<file path="src/supervisor_pkg.sv">
// constants shared by the supply supervisor: rail indices, timing, states
// assumes a 25 MHz core clock; comparator levels arrive from analog front ends
`default_nettype none

package supervisor_pkg;

	// ------------------------------------------------------------------
	// rail indices
	// ------------------------------------------------------------------
	localparam int unsigned RAIL_COUNT           = 6;
	localparam int unsigned HV_RAIL_ONE          = 0;
	localparam int unsigned HV_RAIL_TWO          = 1;
	localparam int unsigned HV_RAIL_THREE        = 2;
	localparam int unsigned LV_RAIL_ONE          = 3;
	localparam int unsigned LV_RAIL_TWO          = 4;
	localparam int unsigned LINEAR_REG           = 5;

	// ------------------------------------------------------------------
	// timing
	// ------------------------------------------------------------------
	localparam int unsigned CLK_KHZ              = 25000;
	localparam int unsigned POR_DELAY_MS         = 100;
	localparam int unsigned POR_DELAY_CYCLES     = POR_DELAY_MS * CLK_KHZ;
	localparam int unsigned SS_STEP_TIME_US      = 100;
	localparam int unsigned SS_STEP_CYCLES       = SS_STEP_TIME_US * CLK_KHZ / 1000;
	localparam int unsigned POR_CNT_W            = 22;
	localparam int unsigned SS_CNT_W             = 12;

	// ------------------------------------------------------------------
	// soft start current limit steps
	// ------------------------------------------------------------------
	localparam logic [1:0]  ILIM_STEP_FIRST      = 2'h0;
	localparam logic [1:0]  ILIM_STEP_FULL       = 2'h3;

	// ------------------------------------------------------------------
	// reset values
	// ------------------------------------------------------------------
	localparam logic [RAIL_COUNT-1:0] RAIL_OFF_RST = 6'h00;
	localparam logic [RAIL_COUNT-1:0] UV_RST       = 6'h3F;

	// ------------------------------------------------------------------
	// reset monitor states
	// ------------------------------------------------------------------
	typedef enum logic [1:0] {
		POR_HOLD     = 2'b00,
		POR_TIMING   = 2'b01,
		POR_RELEASED = 2'b11
	} por_state_t;

endpackage : supervisor_pkg

`default_nettype wire

</file>
<file path="src/supply_supervisor.sv">
// supply supervisor: rail start-up, under-voltage shutdown, soft start,
// pwm/pfm select, short-circuit low-side hold until current low and the processor reset output
// assumes all comparator and enable levels are asynchronous to core_clk
//
// Overview of operation
// RQ1: start rail on supply good and enable
// RQ2: hold reset low until feedback plus 100ms
// RQ3: enable low forces reset low immediately; the code pulls it low two core_clk edges later, via the sync
// RQ4: reset is open drain, pulled up outside
// RQ5: under-voltage disables rail, with hysteresis
// RQ6: soft start raises current limit in steps
// RQ7: pwm normally, pfm at very light load
// RQ8: short holds low-side on until current low
// RQ9: supply recovery reruns power-up, then active
// RQ10: feedback dip restarts full reset delay
`timescale 1ns/1ps
`default_nettype none

module supply_supervisor #(
	parameter int unsigned POR_DELAY_CYCLES = supervisor_pkg::POR_DELAY_CYCLES,
	parameter int unsigned SS_STEP_CYCLES   = supervisor_pkg::SS_STEP_CYCLES
) (
	input  wire logic                                  core_clk,
	input  wire logic                                  sys_rst,
	input  wire logic [supervisor_pkg::RAIL_COUNT-1:0] supply_above_uv_low,
	input  wire logic [supervisor_pkg::RAIL_COUNT-1:0] supply_above_uv_high,
	input  wire logic [supervisor_pkg::RAIL_COUNT-1:0] rail_enable_in,
	input  wire logic [supervisor_pkg::RAIL_COUNT-1:0] light_load_in,
	input  wire logic [supervisor_pkg::RAIL_COUNT-1:0] output_short_in,
	input  wire logic [supervisor_pkg::RAIL_COUNT-1:0] inductor_current_low_in,
	input  wire logic                                  hv_rail_two_feedback,
	output logic      [supervisor_pkg::RAIL_COUNT-1:0] rail_run,
	output logic      [supervisor_pkg::RAIL_COUNT-1:0] supply_undervoltage_guard,
	output logic      [2*supervisor_pkg::RAIL_COUNT-1:0] ilim_step,
	output logic      [supervisor_pkg::RAIL_COUNT-1:0] pfm_mode,
	output logic      [supervisor_pkg::RAIL_COUNT-1:0] lowside_hold,
	output logic                                       proc_reset_n_out,
	output logic                                       proc_reset_n_oe
);

	localparam int unsigned N     = supervisor_pkg::RAIL_COUNT;
	localparam int unsigned SYN_W = 6 * N + 1;

	// ------------------------------------------------------------------
	// input synchronisers
	// ------------------------------------------------------------------
	logic [SYN_W-1:0] sync1_reg;
	logic [SYN_W-1:0] sync2_reg;
	logic [N-1:0]     uv_low_ok;
	logic [N-1:0]     uv_high_ok;
	logic [N-1:0]     enable_s;
	logic [N-1:0]     light_s;
	logic [N-1:0]     short_s;
	logic [N-1:0]     il_low_s;
	logic             fb_ok_s;

	always_ff @(posedge core_clk or posedge sys_rst) begin
		if (sys_rst) begin
			sync1_reg <= '0;
			sync2_reg <= '0;
		end else begin
			sync1_reg <= {hv_rail_two_feedback, inductor_current_low_in, output_short_in,
				light_load_in, rail_enable_in, supply_above_uv_high, supply_above_uv_low};
			sync2_reg <= sync1_reg;
		end
	end

	assign uv_low_ok  = sync2_reg[N-1:0];
	assign uv_high_ok = sync2_reg[2*N-1:N];
	assign enable_s   = sync2_reg[3*N-1:2*N];
	assign light_s    = sync2_reg[4*N-1:3*N];
	assign short_s    = sync2_reg[5*N-1:4*N];
	assign il_low_s   = sync2_reg[6*N-1:5*N];
	assign fb_ok_s    = sync2_reg[6*N];

	// ------------------------------------------------------------------
	// per-rail supervision
	// ------------------------------------------------------------------
	genvar r;
	generate
		for (r = 0; r < N; r++) begin : g_rail
			logic                                uv_reg;
			logic                                run_reg;
			logic [1:0]                          step_reg;
			logic [supervisor_pkg::SS_CNT_W-1:0] ss_cnt_reg;
			logic                                pfm_reg;
			logic                                hold_reg;

			// --------------------------------------------------------------
			// under-voltage flag
			// --------------------------------------------------------------
			// flag sets below the falling level, clears only above the rising one,
			// so a supply sitting between the two levels cannot chatter
			always_ff @(posedge core_clk or posedge sys_rst) begin
				if (sys_rst) begin
					uv_reg <= supervisor_pkg::UV_RST[r];
				end else if (!uv_low_ok[r]) begin
					uv_reg <= 1'b1; // RQ5
				end else if (uv_high_ok[r]) begin
					uv_reg <= 1'b0; // RQ9
				end
			end

			// --------------------------------------------------------------
			// rail start
			// --------------------------------------------------------------
			always_ff @(posedge core_clk or posedge sys_rst) begin
				if (sys_rst) begin
					run_reg <= supervisor_pkg::RAIL_OFF_RST[r];
				end else begin
					run_reg <= enable_s[r] && !uv_reg && uv_low_ok[r]; // RQ1 RQ5
				end
			end

			// --------------------------------------------------------------
			// soft start current limit
			// --------------------------------------------------------------
			// each start (first, after disable or after recovery) begins at the lowest step
			always_ff @(posedge core_clk or posedge sys_rst) begin
				if (sys_rst) begin
					step_reg   <= supervisor_pkg::ILIM_STEP_FIRST;
					ss_cnt_reg <= '0;
				end else if (!run_reg) begin
					step_reg   <= supervisor_pkg::ILIM_STEP_FIRST; // RQ9
					ss_cnt_reg <= '0;
				end else if (step_reg != supervisor_pkg::ILIM_STEP_FULL) begin
					if (ss_cnt_reg == supervisor_pkg::SS_CNT_W'(SS_STEP_CYCLES - 1)) begin
						ss_cnt_reg <= '0;
						step_reg   <= step_reg + 2'h1; // RQ6
					end else begin
						ss_cnt_reg <= ss_cnt_reg + 1'b1;
					end
				end
			end

			// --------------------------------------------------------------
			// pwm / pfm select
			// --------------------------------------------------------------
			always_ff @(posedge core_clk or posedge sys_rst) begin
				if (sys_rst) begin
					pfm_reg <= 1'b0;
				end else begin
					pfm_reg <= run_reg && light_s[r]; // RQ7
				end
			end

			// --------------------------------------------------------------
			// short-circuit low-side hold
			// --------------------------------------------------------------
			// set wins over the release so a fresh short is never missed
			always_ff @(posedge core_clk or posedge sys_rst) begin
				if (sys_rst) begin
					hold_reg <= 1'b0;
				end else if (!run_reg) begin
					hold_reg <= 1'b0;
				end else if (short_s[r]) begin
					hold_reg <= 1'b1; // RQ8
				end else if (il_low_s[r]) begin
					hold_reg <= 1'b0; // RQ8
				end
			end

			assign rail_run[r]                  = run_reg;
			assign supply_undervoltage_guard[r] = uv_reg;
			assign ilim_step[2*r+1:2*r]         = step_reg;
			assign pfm_mode[r]                  = pfm_reg;
			assign lowside_hold[r]              = hold_reg;
		end
	endgenerate

	// ------------------------------------------------------------------
	// processor reset monitor
	// ------------------------------------------------------------------
	supervisor_pkg::por_state_t          por_state_reg;
	logic [supervisor_pkg::POR_CNT_W-1:0] por_cnt_reg;
	logic                                 hv2_en_s;

	assign hv2_en_s = enable_s[supervisor_pkg::HV_RAIL_TWO];

	always_ff @(posedge core_clk or posedge sys_rst) begin
		if (sys_rst) begin
			por_state_reg <= supervisor_pkg::POR_HOLD;
			por_cnt_reg   <= '0;
		end else if (!hv2_en_s || !fb_ok_s) begin
			por_state_reg <= supervisor_pkg::POR_HOLD; // RQ3 RQ10
			por_cnt_reg   <= '0;
		end else begin
			unique case (por_state_reg)
				supervisor_pkg::POR_HOLD: begin
					por_state_reg <= supervisor_pkg::POR_TIMING;
					por_cnt_reg   <= '0;
				end
				// release trails the last count by one edge, plus the two sync edges:
				// a handful of clock cycles beyond the nominal delay
				supervisor_pkg::POR_TIMING: begin
					if (por_cnt_reg == supervisor_pkg::POR_CNT_W'(POR_DELAY_CYCLES - 1)) begin
						por_state_reg <= supervisor_pkg::POR_RELEASED; // RQ2
					end else begin
						por_cnt_reg <= por_cnt_reg + 1'b1;
					end
				end
				supervisor_pkg::POR_RELEASED: begin
					por_state_reg <= supervisor_pkg::POR_RELEASED;
				end
				default: begin
					por_state_reg <= supervisor_pkg::POR_HOLD;
				end
			endcase
		end
	end

	// ------------------------------------------------------------------
	// open-drain reset pin
	// ------------------------------------------------------------------
	// the pin is only ever pulled low or released; the pull-up sits on the board.
	// enable low bypasses the state register so the pull-down is not a cycle late
	assign proc_reset_n_out = 1'b0; // RQ4
	assign proc_reset_n_oe  = !hv2_en_s || (por_state_reg != supervisor_pkg::POR_RELEASED); // RQ2 RQ3

endmodule : supply_supervisor

`default_nettype wire

</file>
<file path="config.mk">
export PLATFORM = sky130hd
export DESIGN_NAME = supply_supervisor
export DESIGN_NICKNAME = d
export VERILOG_FILES = /design/src/supervisor_pkg.sv /design/src/supply_supervisor.sv
export SDC_FILE = /design/constraint.sdc
export NUM_CORES = 1
export LEC_CHECK = 0
export BUFFER_PORTS_ARGS = -buffer_cell sky130_fd_sc_hd__buf_2
export CAP_MARGIN = 30
export CELL_PAD_IN_SITES_DETAIL_PLACEMENT = 1
export CELL_PAD_IN_SITES_GLOBAL_PLACEMENT = 2
export CORE_MARGIN = 1.5
export CORE_UTILIZATION = 43
export CTS_CLUSTER_DIAMETER = 150
export DETAILED_ROUTE_END_ITERATION = 10
export PLACE_DENSITY_LB_ADDON = 0.3
export SETUP_SLACK_MARGIN = 0.1
export SLEW_MARGIN = 0
export SYNTH_ARGS = -nofsm -noshare
export SYNTH_HDL_FRONTEND = slang
export SYNTH_SLANG_ARGS = --single-unit
</file>
<file path="constraint.sdc">
create_clock -name core_clk -period 9.4 [get_ports core_clk]
set_clock_uncertainty 0.2 [all_clocks]
set_input_delay 0.47 -clock core_clk [delete_from_list [all_inputs] [get_ports core_clk]]
set_output_delay 0.47 -clock core_clk [all_outputs]
set_load 0.02 [all_outputs]
</file>
Yosys cells after proc, flatten, opt, wreduce, memory -nomap -nowiden
Index checks and enable logic that the tools add are counted.
{"block": "totals", "reg_bits": 206, "input_bits": 39, "output_inout_bits": 38, "elab_cells": 204}
{"block": "classes", "addsub": 13, "n_eq_ne": 42, "mux": 72, "reduce_logical": 37}
{"op": "two-way mux 12 bit", "n": 18}
{"op": "adder 12 x 1 -> 12 bit (second input constant)", "n": 6}
{"op": "== test 12 bit (second input constant)", "n": 6}
{"op": "two-way mux 22 bit", "n": 2}
{"op": "case mux 22 bit (2 select lines)", "n": 1}
{"op": "two-way mux 2 bit", "n": 20}
{"op": "inequality test 2 x 1 -> 1 bit (second input constant)", "n": 18}
{"op": "two-way mux 1 bit", "n": 30}
{"op": "inequality test 3 bit (second input constant)", "n": 8}
{"op": "adder 22 x 1 -> 22 bit (second input constant)", "n": 1}
{"op": "== test 22 bit (second input constant)", "n": 1}
{"op": "logical AND 1 bit", "n": 18}
{"op": "inequality test 2 bit (second input constant)", "n": 7}
{"op": "AND reduction 2 bit", "n": 7}
{"op": "adder 2 x 1 -> 2 bit (second input constant)", "n": 6}
{"op": "logical NOT 1 bit", "n": 8}
{"op": "case mux 2 bit (3 select lines)", "n": 1}
{"op": "nonzero test 3 bit", "n": 1}
{"op": "== test 2 x 1 -> 1 bit (second input constant)", "n": 1}
{"op": "== test 2 bit (second input constant)", "n": 1}
{"op": "logical NOT 2 bit", "n": 1}
{"op": "logical OR 1 bit", "n": 2}

Logic depth before layout (Yosys ltp)
{"block": "logic_depth", "ltp_word": 4, "mapped_depth": 8, "mapped_depth_nobuf": 6}

Least setup slack after synthesis
Ideal clock, no wire load.
{"block": "synth_timing", "path_kind": "register to register", "startpoint": "reg g_rail[3].step_reg[0]", "endpoint": "reg g_rail[3].ss_cnt_reg[10] in the netlist's numbering", "setup_time_ps": 78, "arrival_ps": 1865, "t_required_ps": 9122, "setup_slack_ps": 7257, "path_stages_with_launch": 7, "n_path_buf": 1, "synth_period_minus_slack_ps": 2143, "path_cell_list": "dfrtp_1 ha_1 buf_2 and2_1 or3_1 or3_1 a21oi_1"}
{"block": "synth_via", "elab_chain_cells": 2}
{"element": "start: declaration", "line": "supply_supervisor.sv:84", "rtl": "logic [1:0] step_reg;"}
{"element": "start signal: assignment", "line": "supply_supervisor.sv:121", "rtl": "step_reg <= supervisor_pkg::ILIM_STEP_FIRST;"}
{"element": "start signal: assignment", "line": "supply_supervisor.sv:124", "rtl": "step_reg <= supervisor_pkg::ILIM_STEP_FIRST;"}
{"element": "start signal: assignment", "line": "supply_supervisor.sv:129", "rtl": "step_reg <= step_reg + 2'h1;"}
{"element": "inequality test 2 bit", "line": "supply_supervisor.sv:126", "rtl": "end else if (step_reg != supervisor_pkg::ILIM_STEP_FULL) begin"}
{"element": "inequality test 2 x 1 -> 1 bit (no line)"}
{"element": "end signal: assignment", "line": "supply_supervisor.sv:131", "rtl": "ss_cnt_reg <= ss_cnt_reg + 1'b1;"}
{"element": "end: declaration", "line": "supply_supervisor.sv:85", "rtl": "logic [supervisor_pkg::SS_CNT_W-1:0] ss_cnt_reg;"}
No other way between the ends.
A chain may end at the register's enable or synchronous reset.

Worst setup path in the final report
{"block": "layout_timing", "startpoint": "reg g_rail[1].ss_cnt_reg[0] in the netlist's numbering", "endpoint": "reg g_rail[1].ss_cnt_reg[4] in the netlist's numbering"}
{"block": "layout_via", "elab_chain_cells": 4}
{"element": "start: declaration", "line": "supply_supervisor.sv:85"}
{"element": "start signal: assignment", "line": "supply_supervisor.sv:131"}
{"element": "adder 12 x 1 -> 12 bit / == test 12 bit (equally long branches)", "line": "supply_supervisor.sv:131, supply_supervisor.sv:127"}
{"element": "two-way mux 12 bit *", "line": "supply_supervisor.sv:127", "rtl": "if (ss_cnt_reg == supervisor_pkg::SS_CNT_W'(SS_STEP_CYCLES - 1)) begin"}
{"element": "two-way mux 12 bit *", "line": "supply_supervisor.sv:126"}
{"element": "two-way mux 12 bit *", "line": "supply_supervisor.sv:123", "rtl": "end else if (!run_reg) begin"}
Mark *: on every way between the ends. The rest lies on a longest branch, timed or not. The select of a mux whose other input is x is not followed.

==> impl.org <==
** Run status
- Run status :: complete, no violations

** Synth
- The cell area that synthesis handed to floorplanning was 8770 um^2.
- Total of flip-flops plus latches after synthesis :: 206
- Counting every instance in the synthesized netlist gives 787.
- After synthesis, the mean cell area works out to 11.1 um^2.
- Share of flip-flops with an asynchronous set or reset after synthesis :: 100%
- Count of warnings emitted by yosys :: 0
- Count of unique library cells instantiated by Yosys :: 66
- Main synth FF type :: dfrtp_1
- The number of nets in the synthesized netlist is 839.
- Share of synthesized area occupied by flip-flops and latches :: 58.8%
- Counting flops with a built-in enable in the synthesized netlist gives 0.

** Layout
- Flip-flop count of the largest register after layout :: 72
- After filler insertion, the fill cell instance count of the layout stands at 2162.
- Layout cells sized above 1 :: 16.0%
- The repair_antennas step left the layout with diodes totalling 0.
- The library cell used most frequently in the layout, excluding fill and tap cells, is dfrtp_1.
- Non-filler cells in the finished layout :: 1166
- At the end of the flow, the number of nets in the layout was 932.
- The area growth from synthesis to layout is 17.8%.
- In the layout the commonest cells are dfrtp_1, buf_2, nand2_1, nor2_1, nand3_1.

** CTS
- Setup fix buffers added after clock tree synthesis :: 0
- Number of buffers created by CTS :: 23
- Clock latency on the worst-skew pair, taken at its later pin, is 500 ps.
- Clock tree from TritonCTS :: built
- The clock passes through at most 3 buffers.
- Clock tree sinks :: 206
- The number of gates resized after CTS was 0.
- Root buf cell :: clkbuf_16
- CTS HTree Levels :: 1
- CTS clock-pin slew for the worst setup and hold paths :: 60 ps

** Routing
- In this run, the number of DRC markers left after iteration 0 of detailed routing was 237.
- Routed via count divided by cell count :: 5.26
- After detailed routing, the average wire length per cell comes to 16.3 um.
- The routed layout has 6138 vias.
- The routed design has 19.0 mm of wire.
- The first detailed-routing pass ran for 6 iterations.
- Number of nets still failing antenna checks after routing :: 0
- After detailed routing, the number of remaining DRC violations is 0.

** Timing
- For the pin with the worst max-slew slack, the measured transition is 843 ps.
- Post-route worst hold slack :: 147 ps
- Relative slew slack :: 43.8%
- Max Transition Viols Final :: 0
- Number of failing hold endpoints at the final stage :: 0
- After layout, the worst path uses 24.5% of the clock period.
- Setup tns final :: 0 ps
- Unrepaired setup endpoints after global routing :: false
- PnR worst setup slack :: 7100 ps
- Min Clock Period, post-route :: 2300 ps
- Setup violations remaining at the end of the flow were counted as 0.
- Maximum clock rate :: 434 MHz

** Worst setup path
- The critical path contains buffers and inverters numbering 0 combined.
- The largest single stage delay on the critical path is 610 ps.
- CP cell instances :: ha_1 -> or4bb_1 -> o31ai_4 -> nor2b_1 -> o21ai_1 -> o41ai_1
- Data on the critical path arrives at its endpoint at 2470 ps.
- Kind of end point of the critical path :: register
- Crit path kind :: reg2reg
- In this design, the largest share of critical-path delay is due to simple AND/OR/NAND/NOR gates.
- Crit path max-delay cell type :: or4bb_1
- CP required :: 9570 ps
- Largest fanout on the critical path :: 7
- Kind of start point of the critical path :: register

** Flow run
- Number of violations of the max-capacitance limit :: 0

** Global route
- In this run the most used layer during global routing was met2.
- Grt met1 use :: 23.0%
- Via count of the first global-routing pass :: 6656
- Wire length of the first global-routing pass :: 32.5 mm
- Initial antenna violation count :: 0
- After global routing the overflow that remains totals 0.
- Global routing met3 resource utilization :: 3.04%
- Total routing usage reported by global routing :: 18.4%
- Entering global routing, the biggest net connects 127 pins.
- Global-route met2 utilization :: 33.3%

** Floorplan
- The die covers 21300 um^2.
- Core ar. :: 20100 um^2
- Initial core utilization :: 43.6%
- From bottom edge to top edge, the die measures 146 um.
- The floorplan has 52 rows.
- Die X :: 146 um
- Pin placement for this block handled 77 I/O pins.

** Power
- The internal power of the cells totals 1.49 mW.
- Per report_power, the clock group accounts for 47.8% of the total.
- Dividing total power by cell area gives a power density of 183 nW/um^2.
- Reported leakage power :: 4.54 nW
- Relative contribution of sequential cells to total power :: 48.8%
- Switching power of the nets :: 401 uW
- VDD sags by at most 0.154 mV.
- In this run switching power makes up 21.2% of total power.
- Combinational power share :: 3.5%

** Placement
- Detailed placement finished with a half-perimeter wire length of 12.4 mm.
- Post-Place Worst Slack :: 6860 ps
- At the end of routability-driven placement, the weighted congestion stood at 0.803.
- # port buffers :: 75
- The number of placed instances, taps included, is 1086.

** Min path
- The path class of the tightest hold or removal check is reg2reg.
[metal layers]
metal / up-vias / wire, um
met5: - / 0
li1: 2910 / -
met4: 0 / 374
met2: 99 / 9870
met3: 31 / 684
met1: 3098 / 8090
[final cells by class]
class | instances | area [um^2] | area share [%]
Clock inverter | 10 | 125 | 1.21
Inverter | 20 | 82.6 | 0.799
Timing Repair Buffer | 116 | 798 | 7.72
Multi-Input combinational cell | 513 | 3190 | 30.9
Sequential cell | 206 | 5160 | 50.0
Clock buffer | 31 | 636 | 6.15
Tap cell | 270 | 338 | 3.27
[Yosys cell counts, types with 10 or more instances]
| master | count | share of area (%) |
|---|---|---|
| xor2_1 | 31 | 3.1 |
| ha_1 | 13 | 1.9 |
| buf_4 | 27 | 2.3 |
| nor4_1 | 11 | 0.78 |
| nand3_1 | 42 | 2.4 |
| clkbuf_1 | 11 | 0.47 |
| dfrtp_1 | 200 | 57 |
| or3_1 | 19 | 1.4 |
| nor2_1 | 64 | 2.7 |
| and3_1 | 16 | 1.1 |
| nand4_1 | 17 | 1.2 |
| xnor2_1 | 11 | 1.1 |
| inv_1 | 20 | 0.86 |
| o21ai_0 | 34 | 1.9 |
| a21oi_1 | 21 | 1.2 |
| and2_1 | 22 | 1.6 |
| nor3_1 | 14 | 0.80 |
| nand2_1 | 70 | 3.0 |
| a31oi_1 | 10 | 0.71 |
| nor2b_1 | 14 | 1.0 |
[final timing paths]
kind / start / endpoint / slack, ps / cells after the start
max reg2reg: g_rail[1].ss_cnt_reg[0] / g_rail[1].ss_cnt_reg[4] / 7100 / 6
max in group asynchronous: sys_rst / g_rail[5].uv_reg / 7260 / 5
min reg2reg: sync1_reg[4] / sync2_reg[4] / 150 / 0
max: g_rail[1].ss_cnt_reg[0] / g_rail[1].ss_cnt_reg[4] / 7100 / 6
min in group asynchronous: sys_rst / sync2_reg[22] / 520 / 3
min: sync1_reg[4] / sync2_reg[4] / 150 / 0
[power by group through the flow]
stage / logic (mW) / clock network (mW) / registers (mW)
after floorplan: 0.0411 / 0 / 0.931
after global placement: 0.0506 / 0 / 0.937
after detailed placement: 0.0531 / 0 / 0.938
after CTS: 0.0655 / 0.929 / 0.922
after global routing: 0.0738 / 0.960 / 0.924
final: 0.0652 / 0.904 / 0.922
[per-stage QoR]
stage	util, %	power (mW)	cell area (um^2)
6_report	51.4	1.89	10300
5_1_grt	51.4	1.96	10300
4_1_cts	51.3	1.92	10300
3_5_place_dp	45.6	0.991	9170
3_3_place_gp	45.6	0.987	9170
2_1_floorplan	-	0.972	8770
[cells by family after synthesis]
logic type	Yosys count	synth area share (%)
adders and majority gates	13	1.85
and+or+nand+nor	332	20.7
buffers and inverters	68	4.78
other	1	0.0427
muxes	12	1.44
AOI/OAI and AO/OA	113	8.17
xor gates and xnor gates	42	4.19
DFF	206	58.8
[repair_timing]
item,4_1_cts,5_1_grt
hold endpoints to repair,65,0
endpoints found under the setup margin,0,0
hold buffers,38,0
[worst reg2reg max path: stages (launching register included)]
cell and delay (ps):
dfrtp_1 420, ha_1 220, or4bb_1 610, o31ai_4 420
nor2b_1 80, o21ai_1 130, o41ai_1 90
Note: power is estimated with default switching activity, not from simulation.
